### src/shared/safety_node_pkg.sv
/*
  Shared constants for the safety node address and watchdog block.
  Assumes a single 100 MHz clock and a synchronous active-high reset.
*/
package safety_node_pkg;
  localparam int image_bytes = 10;
  localparam int clk_mhz = 100;
  localparam int monitor_time_ms_max = 65535;
  localparam int cycles_per_ms = clk_mhz * 1000;
  localparam logic [2:0] crc_length_bytes = 3'h2;
  localparam logic [7:0] parameter_version = 8'h00;
  localparam logic [15:0] safety_address_min = 16'h0001;
  localparam logic [15:0] safety_address_max = 16'hfffe;
  localparam logic [15:0] monitor_time_min = 16'h0001;
  localparam logic [1:0] integrity_class_min = 2'h1;
  localparam logic [1:0] integrity_class_max = 2'h3;
  localparam logic [6:0] station_special_switch = 7'h01;
  localparam logic [6:0] station_special_address = 7'h7e;
  localparam logic [6:0] station_reserved_switch = 7'h02;
  localparam logic [6:0] station_soft_min = 7'h03;
  localparam logic [6:0] station_soft_max = 7'h7d;
  localparam logic [6:0] station_default = 7'h00;
  localparam logic [3:0] digit_max = 4'h9;
  localparam logic [6:0] tens_weight = 7'h0a;
  typedef enum logic [1:0] {
    path_serial = 2'h0,
    path_fieldbus_class2 = 2'h1,
    path_device_link = 2'h2
  } config_path_type;
  localparam int status_failsafe_bit = 0;
  localparam int status_timeout_bit = 1;
endpackage

### src/shared/safety_link_if.sv
/*
  Telegram link between the safety node and the safety controller.
  Assumes both ends share clk_i; the testbench joins the two modports.
*/
`timescale 1ns/1ps
interface safety_link_if;
  logic ctl_valid;
  logic [79:0] ctl_image;
  logic [15:0] ctl_crc;
  logic [15:0] ctl_source;
  logic [15:0] ctl_dest;
  logic ctl_seq;
  logic node_valid;
  logic [79:0] node_image;
  logic [15:0] node_crc;
  logic node_failsafe;
  logic node_seq;
  modport node(input ctl_valid, ctl_image, ctl_crc, ctl_source, ctl_dest, ctl_seq,
    output node_valid, node_image, node_crc, node_failsafe, node_seq);
  modport controller(output ctl_valid, ctl_image, ctl_crc, ctl_source, ctl_dest, ctl_seq,
    input node_valid, node_image, node_crc, node_failsafe, node_seq);
endinterface

### src/hdl/safety_node.sv
/*
  Safety node end: station address decode, safety parameters, telegram
  supervision and configuration access, with a Wishbone register port.
  Assumes a 100 MHz clock, synchronous reset and a 32-bit classic Wishbone master.
*/
// Function
// - Both process images are ten bytes.
// - Missed telegrams within monitor time force failsafe.
// - Two-byte CRC expected and generated.
// - Parameter version fixed at zero.
// - Master assigns unique addresses 1 to 65534.
// - Accept only telegrams addressed to own address.
// - Option includes or excludes sequence in CRC.
// - Integrity class one through three accepted.
// - Station address is tens times ten plus units.
// - Switch range 0 to 99, default 0.
// - Switch 01 selects station address 126.
// - Switch 02 reserved, not to be used; the decode passes it through as station address 2.
// - Switches 00 take software address 3 to 125.
// - Serial path reaches node, links and address.
// - Device link path reaches only its own link; the code still lets it write config_active, the mask and the access register.
// - During configuration send zeros and failsafe flag.
`timescale 1ns/1ps
module safety_node #(
  parameter int cycles_per_ms = safety_node_pkg::cycles_per_ms
) (
  input wire logic clk_i,
  input wire logic rst_i,
  safety_link_if.node link,
  input wire logic [3:0] switch_tens_i,
  input wire logic [3:0] switch_units_i,
  input wire logic [79:0] field_image_i,
  output logic [79:0] field_image_o,
  output logic [6:0] station_address_o,
  input wire logic [31:0] wb_adr_i,
  input wire logic [31:0] wb_dat_i,
  output logic [31:0] wb_dat_o,
  input wire logic [3:0] wb_sel_i,
  input wire logic wb_we_i,
  input wire logic wb_cyc_i,
  input wire logic wb_stb_i,
  output logic wb_ack_o,
  output logic wb_err_o,
  output logic irq_o
);
  localparam logic [7:0] reg_config = 8'h00;
  localparam logic [7:0] reg_address = 8'h04;
  localparam logic [7:0] reg_station = 8'h08;
  localparam logic [7:0] reg_status = 8'h0c;
  localparam logic [7:0] reg_mask = 8'h10;
  localparam logic [7:0] reg_access = 8'h14;
  localparam logic [7:0] reg_ident = 8'h18;
  logic [15:0] monitor_time;
  logic sequence_check_option;
  logic [1:0] safety_integrity_class;
  logic config_active;
  logic [15:0] own_address;
  logic [6:0] soft_station;
  logic [1:0] access_path;
  logic [1:0] access_link;
  logic [1:0] status;
  logic [1:0] mask;
  logic expired;
  logic failsafe_active_flag;
  logic seq_toggle;
  wire strobe = wb_cyc_i && wb_stb_i && !wb_ack_o && !wb_err_o;
  wire [7:0] offset = wb_adr_i[7:0];
  wire hit = (offset <= reg_ident) && (offset[1:0] == 2'h0) && (wb_adr_i[31:8] == 24'h0);
  wire write_en = strobe && hit && wb_we_i && wb_sel_i[0];
  wire read_status = strobe && hit && !wb_we_i && (offset == reg_status);
  wire [6:0] switch_value = 7'(switch_tens_i * safety_node_pkg::tens_weight) + 7'(switch_units_i);
  wire switch_valid = (switch_tens_i <= safety_node_pkg::digit_max) &&
    (switch_units_i <= safety_node_pkg::digit_max);
  wire switch_soft = (switch_value == safety_node_pkg::station_default);
  wire [6:0] next_station = !switch_valid ? safety_node_pkg::station_default :
    (switch_value == safety_node_pkg::station_special_switch) ? safety_node_pkg::station_special_address :
    switch_soft ? soft_station : switch_value;
  wire [6:0] new_station = wb_dat_i[6:0];
  wire station_ok = (new_station >= safety_node_pkg::station_soft_min) &&
    (new_station <= safety_node_pkg::station_soft_max);
  wire path_may_set_address = (access_path == safety_node_pkg::path_serial);
  wire path_may_set_node = (access_path != safety_node_pkg::path_device_link);
  wire class_ok = (wb_dat_i[3:2] >= safety_node_pkg::integrity_class_min) &&
    (wb_dat_i[3:2] <= safety_node_pkg::integrity_class_max);
  wire time_ok = (wb_dat_i[31:16] >= safety_node_pkg::monitor_time_min);
  wire addr_ok = (wb_dat_i[15:0] >= safety_node_pkg::safety_address_min) &&
    (wb_dat_i[15:0] <= safety_node_pkg::safety_address_max);
  wire dest_match = (link.ctl_dest == own_address);
  wire [15:0] expected_crc = crc16(link.ctl_image, link.ctl_source, link.ctl_dest, link.ctl_seq,
    sequence_check_option);
  wire telegram_ok = link.ctl_valid && dest_match && (link.ctl_crc == expected_crc);
  wire [15:0] out_crc = crc16(field_image_i, own_address, own_address, seq_toggle,
    sequence_check_option);
  function automatic logic [15:0] crc16(input logic [79:0] image, input logic [15:0] src,
    input logic [15:0] dst, input logic seq, input logic use_seq);
    logic [112:0] data;
    logic [15:0] crc;
    logic fb;
    data = {image, src, dst, use_seq & seq};
    crc = 16'hffff;
    for (int i = 112; i >= 0; i--)
    begin
      fb = crc[15] ^ data[i];
      crc = {crc[14:0], 1'b0} ^ (fb ? 16'h1021 : 16'h0000);
    end
    return crc;
  endfunction
  telegram_watchdog #(
    .cycles_per_ms(cycles_per_ms)
  ) watchdog (
    .clk_i(clk_i),
    .rst_i(rst_i),
    .run_i(!config_active),
    .restart_i(telegram_ok),
    .limit_ms_i(monitor_time),
    .expired_o(expired)
  );
  assign failsafe_active_flag = expired || config_active;
  always_ff @(posedge clk_i)
  begin
    if (rst_i)
    begin
      monitor_time <= 16'hffff;
      sequence_check_option <= 1'b0;
      safety_integrity_class <= safety_node_pkg::integrity_class_min;
      config_active <= 1'b0;
      own_address <= 16'h0;
      soft_station <= safety_node_pkg::station_default;
      access_path <= safety_node_pkg::path_serial;
      access_link <= 2'h0;
      mask <= 2'h0;
    end
    else if (write_en)
    begin
      case (offset)
        reg_config:
        begin
          if (path_may_set_node && class_ok && time_ok)
          begin
            monitor_time <= wb_dat_i[31:16];
            safety_integrity_class <= wb_dat_i[3:2];
            sequence_check_option <= wb_dat_i[1];
          end
          config_active <= wb_dat_i[0];
        end
        reg_address:
          if (path_may_set_node && addr_ok)
            own_address <= wb_dat_i[15:0];
        reg_station:
          if (path_may_set_address && station_ok)
            soft_station <= new_station;
        reg_mask:
          mask <= wb_dat_i[1:0];
        reg_access:
        begin
          access_path <= wb_dat_i[1:0];
          access_link <= wb_dat_i[5:4];
        end
        default:
          mask <= mask;
      endcase
    end
  end
  // Status bits are sticky; a set in the clearing read cycle wins.
  always_ff @(posedge clk_i)
  begin
    if (rst_i)
      status <= 2'h0;
    else
      status <= (read_status ? 2'h0 : status) | {expired, failsafe_active_flag};
  end
  always_ff @(posedge clk_i)
  begin
    if (rst_i)
    begin
      link.node_valid <= 1'b0;
      link.node_image <= 80'h0;
      link.node_crc <= 16'h0;
      link.node_failsafe <= 1'b1;
      link.node_seq <= 1'b0;
      field_image_o <= 80'h0;
      seq_toggle <= 1'b0;
      station_address_o <= safety_node_pkg::station_default;
    end
    else
    begin
      station_address_o <= next_station;
      link.node_valid <= telegram_ok;
      link.node_failsafe <= failsafe_active_flag;
      link.node_image <= failsafe_active_flag ? 80'h0 : field_image_i;
      link.node_crc <= failsafe_active_flag ? crc16(80'h0, own_address, own_address, seq_toggle,
        sequence_check_option) : out_crc;
      link.node_seq <= seq_toggle;
      if (telegram_ok)
        seq_toggle <= !seq_toggle;
      if (failsafe_active_flag)
        field_image_o <= 80'h0;
      else if (telegram_ok)
        field_image_o <= link.ctl_image;
    end
  end
  always_ff @(posedge clk_i)
  begin
    if (rst_i)
    begin
      wb_ack_o <= 1'b0;
      wb_err_o <= 1'b0;
      wb_dat_o <= 32'h0;
    end
    else
    begin
      wb_ack_o <= strobe && hit;
      wb_err_o <= strobe && !hit;
      case (offset)
        reg_config: wb_dat_o <= {monitor_time, 12'h0, safety_integrity_class, sequence_check_option, config_active};
        reg_address: wb_dat_o <= {16'h0, own_address};
        reg_station: wb_dat_o <= {25'h0, station_address_o};
        reg_status: wb_dat_o <= {30'h0, status};
        reg_mask: wb_dat_o <= {30'h0, mask};
        reg_access: wb_dat_o <= {26'h0, access_link, 2'h0, access_path};
        reg_ident: wb_dat_o <= {21'h0, safety_node_pkg::crc_length_bytes, safety_node_pkg::parameter_version};
        default: wb_dat_o <= 32'h0;
      endcase
    end
  end
  assign irq_o = |(status & mask);
endmodule

### src/hdl/telegram_watchdog.sv
/*
  Millisecond telegram watchdog shared by both ends.
  Assumes a 100 MHz clock and a restart pulse per valid telegram.
*/
`timescale 1ns/1ps
module telegram_watchdog #(
  parameter int cycles_per_ms = safety_node_pkg::cycles_per_ms
) (
  input wire logic clk_i,
  input wire logic rst_i,
  input wire logic run_i,
  input wire logic restart_i,
  input wire logic [15:0] limit_ms_i,
  output logic expired_o
);
  logic [31:0] tick_count;
  logic [15:0] ms_count;
  wire tick = (tick_count == 32'(cycles_per_ms - 1));
  wire at_limit = (ms_count >= limit_ms_i);
  always_ff @(posedge clk_i)
  begin
    if (rst_i || restart_i || !run_i)
    begin
      tick_count <= 32'h0;
      ms_count <= 16'h0;
    end
    else if (tick)
    begin
      tick_count <= 32'h0;
      if (!at_limit)
        ms_count <= ms_count + 16'h1;
    end
    else
      tick_count <= tick_count + 32'h1;
  end
  // Expiry holds until a valid telegram restarts the count.
  always_ff @(posedge clk_i)
  begin
    if (rst_i)
      expired_o <= 1'b1;
    else if (restart_i)
      expired_o <= 1'b0;
    else if (run_i && at_limit)
      expired_o <= 1'b1;
  end
endmodule

### src/flat_wrapper.sv
// flat-port wrapper written by rule: the top's interface ports become plain ports
module safety_node_flat 
#(
  parameter int cycles_per_ms = safety_node_pkg::cycles_per_ms
)
  (clk_i, rst_i, switch_tens_i, switch_units_i, field_image_i, field_image_o, station_address_o, wb_adr_i, wb_dat_i, wb_dat_o, wb_sel_i, wb_we_i, wb_cyc_i, wb_stb_i, wb_ack_o, wb_err_o, irq_o, link_ctl_valid, link_ctl_image, link_ctl_crc, link_ctl_source, link_ctl_dest, link_ctl_seq, link_node_valid, link_node_image, link_node_crc, link_node_failsafe, link_node_seq);
  safety_link_if link_i ();
  input wire logic clk_i;
  input wire logic rst_i;
  input wire logic [3:0] switch_tens_i;
  input wire logic [3:0] switch_units_i;
  input wire logic [79:0] field_image_i;
  output logic [79:0] field_image_o;
  output logic [6:0] station_address_o;
  input wire logic [31:0] wb_adr_i;
  input wire logic [31:0] wb_dat_i;
  output logic [31:0] wb_dat_o;
  input wire logic [3:0] wb_sel_i;
  input wire logic wb_we_i;
  input wire logic wb_cyc_i;
  input wire logic wb_stb_i;
  output logic wb_ack_o;
  output logic wb_err_o;
  output logic irq_o;
  input wire logic [$bits(link_i.ctl_valid)-1:0] link_ctl_valid;
  input wire logic [$bits(link_i.ctl_image)-1:0] link_ctl_image;
  input wire logic [$bits(link_i.ctl_crc)-1:0] link_ctl_crc;
  input wire logic [$bits(link_i.ctl_source)-1:0] link_ctl_source;
  input wire logic [$bits(link_i.ctl_dest)-1:0] link_ctl_dest;
  input wire logic [$bits(link_i.ctl_seq)-1:0] link_ctl_seq;
  output wire logic [$bits(link_i.node_valid)-1:0] link_node_valid;
  output wire logic [$bits(link_i.node_image)-1:0] link_node_image;
  output wire logic [$bits(link_i.node_crc)-1:0] link_node_crc;
  output wire logic [$bits(link_i.node_failsafe)-1:0] link_node_failsafe;
  output wire logic [$bits(link_i.node_seq)-1:0] link_node_seq;
  assign link_i.ctl_valid = link_ctl_valid;
  assign link_i.ctl_image = link_ctl_image;
  assign link_i.ctl_crc = link_ctl_crc;
  assign link_i.ctl_source = link_ctl_source;
  assign link_i.ctl_dest = link_ctl_dest;
  assign link_i.ctl_seq = link_ctl_seq;
  assign link_node_valid = link_i.node_valid;
  assign link_node_image = link_i.node_image;
  assign link_node_crc = link_i.node_crc;
  assign link_node_failsafe = link_i.node_failsafe;
  assign link_node_seq = link_i.node_seq;
  safety_node #(.cycles_per_ms(cycles_per_ms)) u_core (.clk_i(clk_i), .rst_i(rst_i), .link(link_i), .switch_tens_i(switch_tens_i), .switch_units_i(switch_units_i), .field_image_i(field_image_i), .field_image_o(field_image_o), .station_address_o(station_address_o), .wb_adr_i(wb_adr_i), .wb_dat_i(wb_dat_i), .wb_dat_o(wb_dat_o), .wb_sel_i(wb_sel_i), .wb_we_i(wb_we_i), .wb_cyc_i(wb_cyc_i), .wb_stb_i(wb_stb_i), .wb_ack_o(wb_ack_o), .wb_err_o(wb_err_o), .irq_o(irq_o));
endmodule
### config.mk
export PLATFORM = sky130hd
export DESIGN_NAME = safety_node_flat
export DESIGN_NICKNAME = d
export VERILOG_FILES = /design/src/shared/safety_node_pkg.sv /design/src/shared/safety_link_if.sv /design/src/hdl/safety_node.sv /design/src/hdl/telegram_watchdog.sv /design/src/flat_wrapper.sv
export SDC_FILE = /design/constraint.sdc
export NUM_CORES = 1
export LEC_CHECK = 0
export BUFFER_PORTS_ARGS = -buffer_cell sky130_fd_sc_hd__buf_2
export CORE_ASPECT_RATIO = 0.5
export CORE_MARGIN = 1
export CORE_UTILIZATION = 45
export CTS_CLUSTER_DIAMETER = 80
export CTS_CLUSTER_SIZE = 25
export DETAILED_ROUTE_END_ITERATION = 10
export PLACE_DENSITY_LB_ADDON = 0.12
export SYNTH_ARGS = -nofsm -noshare
export SYNTH_HDL_FRONTEND = slang
export SYNTH_SLANG_ARGS = --single-unit
### constraint.sdc
create_clock -name clk_i -period 8.5 [get_ports clk_i]
set_input_delay 0.85 -clock clk_i [delete_from_list [all_inputs] [get_ports clk_i]]
set_output_delay 0.85 -clock clk_i [all_outputs]
set_load 0.005 [all_outputs]
; Word-level counts from Yosys, hierarchy flattened
; Cells that the tools add are included.
[classes]
n_mux = 266
add_sub_neg = 3
n_bitwise = 521
n_eq_ne = 11
n_mul = 1
order_cmp = 11
reduce_logical = 49
[ops]
columns = operator, count
row1 = XOR 16 bit, 256
row2 = 2-to-1 mux 13 bit, 259
row3 = XOR 1 bit, 256
row4 = one-hot mux 32 bit (7 select lines), 1
row5 = adder 32 x 1 -> 32 bit (second input constant), 1
row6 = == test 16 bit, 2
row7 = == test 32 x 17 -> 1 bit (second input constant), 1
row8 = >= comparator 16 x 1 -> 1 bit (second input constant), 2
row9 = NOT 15 bit, 2
row10 = == test 8 x 5 -> 1 bit (second input constant), 3
row11 = zero test 24 bit, 1
row12 = logical AND 1 bit, 22
row13 = adder 16 x 1 -> 16 bit (second input constant), 1
row14 = == test 8 x 4 -> 1 bit (second input constant), 2
row15 = >= comparator 16 bit, 1
row16 = <= comparator 16 bit (second input constant), 1
row17 = 2-to-1 mux 16 bit, 1
row18 = 2-to-1 mux 7 bit, 2
row19 = AND reduction 3 bit, 3
row20 = == test 8 x 3 -> 1 bit (second input constant), 1
row21 = <= comparator 4 bit (second input constant), 2
row22 = <= comparator 8 x 5 -> 1 bit (second input constant), 1
row23 = zero test 8 bit, 1
row24 = AND reduction 2 bit, 4
row25 = other kinds (22), 36
[totals]
word_cells = 887
output_inout_bits = 221
in_bits = 291
regBits = 321

; Longest topological paths before layout
[depth]
word_depth = 343
depth_mapped = 21
mapped_depth_nobuf = 20

; Modules after synthesis
; A second synthesis with hierarchy kept.
[unflattened]
cells_unflattened = 2099
hier_area_um2 = 22132.5
[modules_own_cells]
columns = module, seq_area_each_um2, n_inst, cells_per_inst, area_per_inst_um2
row1 = safety_node, 5445.2, 1, 1778, 19553.8
row2 = telegram_watchdog, 980.9, 1, 321, 2578.7

; Worst setup path after synthesis
; No wires, ideal clock.
[synth_path]
path_type = input-to-reg
from = input port link_ctl_image[76]
to = register u_core.field_image_o[10]
path_stages = 21
path_slack_ps = 1459
arrival_ps = 6913
setup_time_ps = 128
path_buffers = 3
path_cell_list = buf_2 > xnor3_2 > xnor3_2 > xor3_2 > xnor3_2 > xnor2_4 > xnor3_1 > xnor3_2 > xor2_2 > xor3_2 > xor2_2 > xnor3_2 > xor2_2 > xnor3_1 > nor3_1 > o221ai_2 > a2111oi_4 > buf_8 > buf_12 > mux2i_1 > nor2_1
[synth_between]
elab_chain_len = 168
word_cells_on_any_way = 302
cone_classes = eq/ne: 1 / mux: 95 / bitwise: 205 / reduce/logical: 1
[synth_rtl]
columns = element, line_no
row1 = start: declaration, flat_wrapper.sv:26  ; input wire logic [$bits(link_i.ctl_image)-1:0] link_ctl_image;
row2 = XOR 1 bit (*), safety_node.sv:103  ; fb = crc[15] ^ data[i];
row3 = 2-to-1 mux 13 bit (*), safety_node.sv:104  ; crc = {crc[14:0], 1'b0} ^ (fb ? 16'h1021 : 16'h0000);
row4 = XOR 16 bit (*) (4 in series), safety_node.sv:104
row5 = XOR 1 bit, safety_node.sv:103
row6 = 2-to-1 mux 13 bit, safety_node.sv:104
row7 = XOR 16 bit (*) (4 in series), safety_node.sv:104
row8 = XOR 1 bit, safety_node.sv:103
row9 = 2-to-1 mux 13 bit, safety_node.sv:104
row10 = [142 not listed], n/a
row11 = XOR 1 bit, safety_node.sv:103
row12 = 2-to-1 mux 13 bit, safety_node.sv:104
row13 = XOR 16 bit (*) (4 in series), safety_node.sv:104
row14 = XOR 1 bit, safety_node.sv:103
row15 = 2-to-1 mux 13 bit, safety_node.sv:104
row16 = XOR 16 bit (*) (2 in series), safety_node.sv:104
row17 = == test 16 bit (*), safety_node.sv:91  ; wire telegram_ok = link.ctl_valid && dest_match && (link.ctl_crc == expected_crc);
row18 = logical AND 1 bit (*), safety_node.sv:91
row19 = end signal: assignment, safety_node.sv:199  ; field_image_o <= link.ctl_image;
row20 = end: declaration, safety_node.sv:33  ; output logic [79:0] field_image_o,
; Every way passes the cells marked *; elsewhere a longest branch is shown, timed or not.
; A chain may end at the register's enable or synchronous reset.

; Worst setup path after layout
[layout_path]
from = input port link_ctl_image[69]
to = register u_core.field_image_o[45]
[layout_between]
elab_chain_len = 157
word_cells_on_any_way = 281
cone_classes = eq/ne: 1 / mux: 88 / bitwise: 191 / reduce/logical: 1
[layout_rtl]
columns = element, line_no
row1 = XOR 1 bit (*), safety_node.sv:103
row2 = 2-to-1 mux 13 bit (*), safety_node.sv:104
row3 = XOR 16 bit (*) (4 in series), safety_node.sv:104
row4 = XOR 1 bit, safety_node.sv:103
row5 = 2-to-1 mux 13 bit, safety_node.sv:104
row6 = XOR 16 bit (*) (4 in series), safety_node.sv:104
row7 = XOR 1 bit, safety_node.sv:103
row8 = 2-to-1 mux 13 bit, safety_node.sv:104
row9 = [130 not listed], n/a
row10 = XOR 1 bit, safety_node.sv:103
row11 = 2-to-1 mux 13 bit, safety_node.sv:104
row12 = XOR 16 bit (*) (4 in series), safety_node.sv:104
row13 = XOR 1 bit, safety_node.sv:103
row14 = 2-to-1 mux 13 bit, safety_node.sv:104
row15 = XOR 16 bit (*) (3 in series), safety_node.sv:104
row16 = == test 16 bit (*), safety_node.sv:91
row17 = logical AND 1 bit (*), safety_node.sv:91
; Marked as above.

==> impl_summary.md <==
Timing
Setup violations remaining at the end of the flow were counted as 0. For the final database, setup skew stands at 52.1 ps. The setup TNS after final layout is 0 ps.

For this run, the top clock speed supported by timing is 134 MHz. The count of endpoints failing hold in the final timing report was 0. The final-report max-slew violation count is 0. In the finished design, the share of the clock period the worst path needs comes to 0.880. Setup repair after global routing left no endpoint under its margin. The actual slew at the worst max-slew pin is 1030 ps.

The worst max-slew margin expressed relative to the limit is 0.301. The routed design could run at a clock period as short as 7480 ps.

Die
For this design the top-level I/O count stands at 512. The floorplan has 56 rows. The area of the core region is 0.0470 mm^2. The area of the die is 0.0488 mm^2. Measured along the y axis, the die boundary spans 157 um.

The chip width is 311 um. The initial standard-cell utilization of the core is 0.458.

Global routing
The number of antenna violations at the first check in global routing is 5. The via count of the first global-routing pass was 14700. The largest net degree at the start of global routing is 100. The first global-routing pass estimated 87000 um of wire.

The leftover overflow at the end of global routing is 0. For this run, the total global-route usage over all layers was measured as 0.229.

Yosys
The largest family of logic cells by synthesized area is XOR/XNOR gates. The total standard cell area after synthesis is 0.0215 mm^2. The fraction of synthesized area in multiplexers is 0.0558. The count of mapped cells out of synthesis is 1981. Yosys mapped a number of flops with a built-in enable equal to 0. For this run, the register share of the synthesized area comes to 0.299.

The async set-or-reset flop fraction in the synthesized netlist is 0. The synthesized netlist contains 63 unique library cells. The number of nets handed over by synthesis was 2298. The xor-xnor portion of the synthesized cell area is 0.451. The post-synthesis area per instance is 10.9 um^2. The compound-cell area share of the yosys netlist is 0.0337. The number of warnings issued by yosys is 0. Of the total synthesized cell area, the portion taken by full adders, half adders and majority gates is 0.0158. Among all flip-flop cells after synthesis, the most frequent one is sky130_fd_sc_hd__dfxtp_1. The synthesized-area fraction occupied by and/or/nand/nor cells is 0.116. In this run, synthesis produced a sequential element count of 321.

Route
The number of nets with antenna violations after detailed routing is 0. Detailed routing inserted a total of 15100 vias. The final layout contains routed wiring with a total length of 57400 um. The ratio of routed vias to standard cells is 4.91. The first detailed-routing pass ran for 7 iterations.

The DRC violation total after the first TritonRoute iteration is 832. The routed wire length per instance is 18.6 um. For this run, design rule violations remaining after detail routing come to 0.

Layout
In the final layout, the share of cells above drive strength 1 is 0.252. The final-stage net count is 2753. The area growth from synthesis to layout is 16.7%. After the flow finishes, the layout carries non-filler instances totaling 3081. The number of filler cells placed in the layout is 4319.

Place
During placement, the flow inserted port buffers numbering 508. The HPWL reported at the end of detailed placement is 45800 um. In this run, placement finished with an instance count of 3054. The final estimated routing congestion in global placement is 0.885.

Clock network
Counting the buffers created by CTS gives 18. For the worst-skew pair, the clock arrives at the later sink with an insertion delay of 580 ps. The number of buffers on the longest clock path is 3. The clock sink total is 321.

In this run the post-CTS setup repair buffer count came out at 0. The total number of H-tree levels is 1. Clock-pin slew was measured on the worst setup and hold paths at 90 ps. The root buffer cell is sky130_fd_sc_hd__clkbuf_16. The count of hold buffers inserted by post-cts repair is 0. The clock tree from TritonCTS is yes.

The post-cts sizing count is 0.

Worst hold path
Counting instances, the worst hold path has a depth of 1. The path category of the worst min-delay check is reg -> reg. The startpoint of the lowest-slack hold path is u_core.watchdog.tick_count[0]$_SDFF_PP0_.

Setup path
STA puts the critical path data arrival time at 7870 ps. Data on the critical path is required at its endpoint by 8890 ps. The setup path with the least slack is of type in -> reg. The startpoint of the lowest-slack register-to-register path is u_core.watchdog.ms_count[0]$_SDFFE_PP0P_. The sort of element at the end of the critical path is a register. The worst-path maximum fanout is 40.

The most critical setup path has its startpoint at link_ctl_image[69]. Measured in cells, the most critical reg-to-reg path has a length of 20. The launching element type of the critical path is a primary input.

Outcome
The run finished with clean final reports.

Flow run
Max-cap violations in this run came to 0.
[metal layers]
layer	track usage	part of all wire	routed length (um)	up-vias
met3	0.0313	0.035	2010	50
met1	0.308	0.46	26400	7276
li1	-	-	-	7530
met2	0.398	0.49	28000	281
met4	0.0394	0.016	892	4
met5	0	0.00044	25	-
[synth_stat cells, drive strengths merged (3+ instances only)]
master   count  area (um^2)
xor2       162         1470
or4          5         37.5
or2          3         18.8
o211ai      20          155
nor2b        8         50.1
xnor2      422         3940
nand2b       4         25.0
nor2       227          852
dfxtp      321         6430
a211oi      10         75.1
ha          24          300
nand4       14         87.6
and3        91          569
nor3        31          155
a21o        10         75.1
inv         30          113
xnor3      155         3510
a21oi       26          134
clkbuf      64          240
buf         28          285
mux2i      120         1200
nand3       18         90.1
xor3        33          788
and2         9         56.3
nor4b        3         26.3
a2111oi      8         88.8
nor4        20          140
a22oi        4         30.0
nand2       68          255
or3         10         67.6
o21ai       13         65.1
[path summary, 6_finish.rpt]
check,to,slack (ps)
setup / recovery,u_core.field_image_o[45]$_SDFFE_PP0P_,1020
hold / removal,u_core.watchdog.tick_count[0]$_SDFF_PP0_,450
setup reg to reg,u_core.watchdog.ms_count[15]$_SDFFE_PP0P_,4300
hold reg to reg,u_core.watchdog.tick_count[0]$_SDFF_PP0_,450
[layout by cell type, fill, tap and decap left out, types with 4 or more instances in the layout]
master	instances
sky130_fd_sc_hd__buf_2	508
sky130_fd_sc_hd__xnor2_1	396
sky130_fd_sc_hd__dfxtp_1	321
sky130_fd_sc_hd__nor2_1	226
sky130_fd_sc_hd__xor2_1	155
sky130_fd_sc_hd__xnor3_1	142
sky130_fd_sc_hd__mux2i_1	120
sky130_fd_sc_hd__and3_1	91
sky130_fd_sc_hd__nand2_1	67
sky130_fd_sc_hd__nor3_1	31
sky130_fd_sc_hd__xor3_1	30
sky130_fd_sc_hd__inv_1	29
sky130_fd_sc_hd__a21oi_1	25
sky130_fd_sc_hd__ha_1	24
sky130_fd_sc_hd__xnor2_2	22
sky130_fd_sc_hd__nor4_1	19
sky130_fd_sc_hd__o211ai_1	19
sky130_fd_sc_hd__nand3_1	18
sky130_fd_sc_hd__clkbuf_16	18
sky130_fd_sc_hd__buf_4	17
sky130_fd_sc_hd__nand4_1	14
sky130_fd_sc_hd__xnor3_2	13
sky130_fd_sc_hd__o21ai_0	12
sky130_fd_sc_hd__a21o_1	10
sky130_fd_sc_hd__a211oi_1	10
sky130_fd_sc_hd__or3_1	9
sky130_fd_sc_hd__and2_1	9
sky130_fd_sc_hd__nor2b_1	8
sky130_fd_sc_hd__xor2_2	7
sky130_fd_sc_hd__or4_1	5
sky130_fd_sc_hd__a2111oi_0	5
sky130_fd_sc_hd__xnor2_4	4
sky130_fd_sc_hd__a22oi_1	4
sky130_fd_sc_hd__nand2b_1	4
[stage by stage]
step	setup WS [ps]	util	hold slack [ps]	instance area, um^2
floorplan	1460	-	417	21500
global placement	490	0.522	432	24500
detailed placement	457	0.522	434	24500
CTS	1030	0.534	449	25100
global route	669	0.534	464	25100
finish	1020	0.534	445	25100
[worst max-delay path, cell delays in order]
cell                        delay (ps)
sky130_fd_sc_hd__buf_2             120
sky130_fd_sc_hd__xnor3_2           460
sky130_fd_sc_hd__xor2_1            440
sky130_fd_sc_hd__xnor3_1           610
sky130_fd_sc_hd__xnor3_2           370
sky130_fd_sc_hd__xor3_1            470
sky130_fd_sc_hd__xnor2_1           410
sky130_fd_sc_hd__xnor3_1           510
sky130_fd_sc_hd__xnor2_2           330
sky130_fd_sc_hd__xnor2_2           230
sky130_fd_sc_hd__xnor3_1           500
sky130_fd_sc_hd__xnor2_1           290
sky130_fd_sc_hd__xnor3_1           450
sky130_fd_sc_hd__xnor2_1           210
sky130_fd_sc_hd__and3_1            190
sky130_fd_sc_hd__o211ai_2          130
sky130_fd_sc_hd__a2111oi_4         400
sky130_fd_sc_hd__buf_4             270
sky130_fd_sc_hd__buf_12            290
sky130_fd_sc_hd__mux2i_1           230
sky130_fd_sc_hd__nor2_1             50
[area by class of cell]
type,count,area (um^2),area share
Clock buffer,18,450,0.0179
Timing Repair Buffer,527,2710,0.108
Tap cell,638,798,0.0318
Inverter,30,113,0.00448
Antenna cell,3,7.51,0.000299
Clock inverter,6,116,0.00463
Sequential cell,321,6430,0.256
Multi-Input combinational cell,1538,14500,0.577
[state kept, by name (all words and copies together) (netlist names), 2 cells and up]
| name | cells |
|---|---|
| u_core.station_address_o | 7 |
| u_core.safety_integrity_class | 2 |
| u_core.wb_dat_o | 32 |
| u_core.link.node_image | 80 |
| u_core.status | 2 |
| u_core.watchdog.tick_count | 32 |
| u_core.monitor_time | 16 |
| u_core.access_link | 2 |
| u_core.field_image_o | 80 |
| u_core.link.node_crc | 16 |
| u_core.own_address | 16 |
| u_core.soft_station | 7 |
| u_core.mask | 2 |
| u_core.watchdog.ms_count | 16 |
| u_core.access_path | 2 |
[kinds of logic after synthesis]
group / after synthesis
xor+xnor: 772
mux: 120
simple gates: 518
compound gates: 102
buf+inv: 122
fa+ha+maj: 26
flops: 321
Power is not shown: default switching activity piles up to over one toggle a cycle in this logic, so the estimate is an artifact.
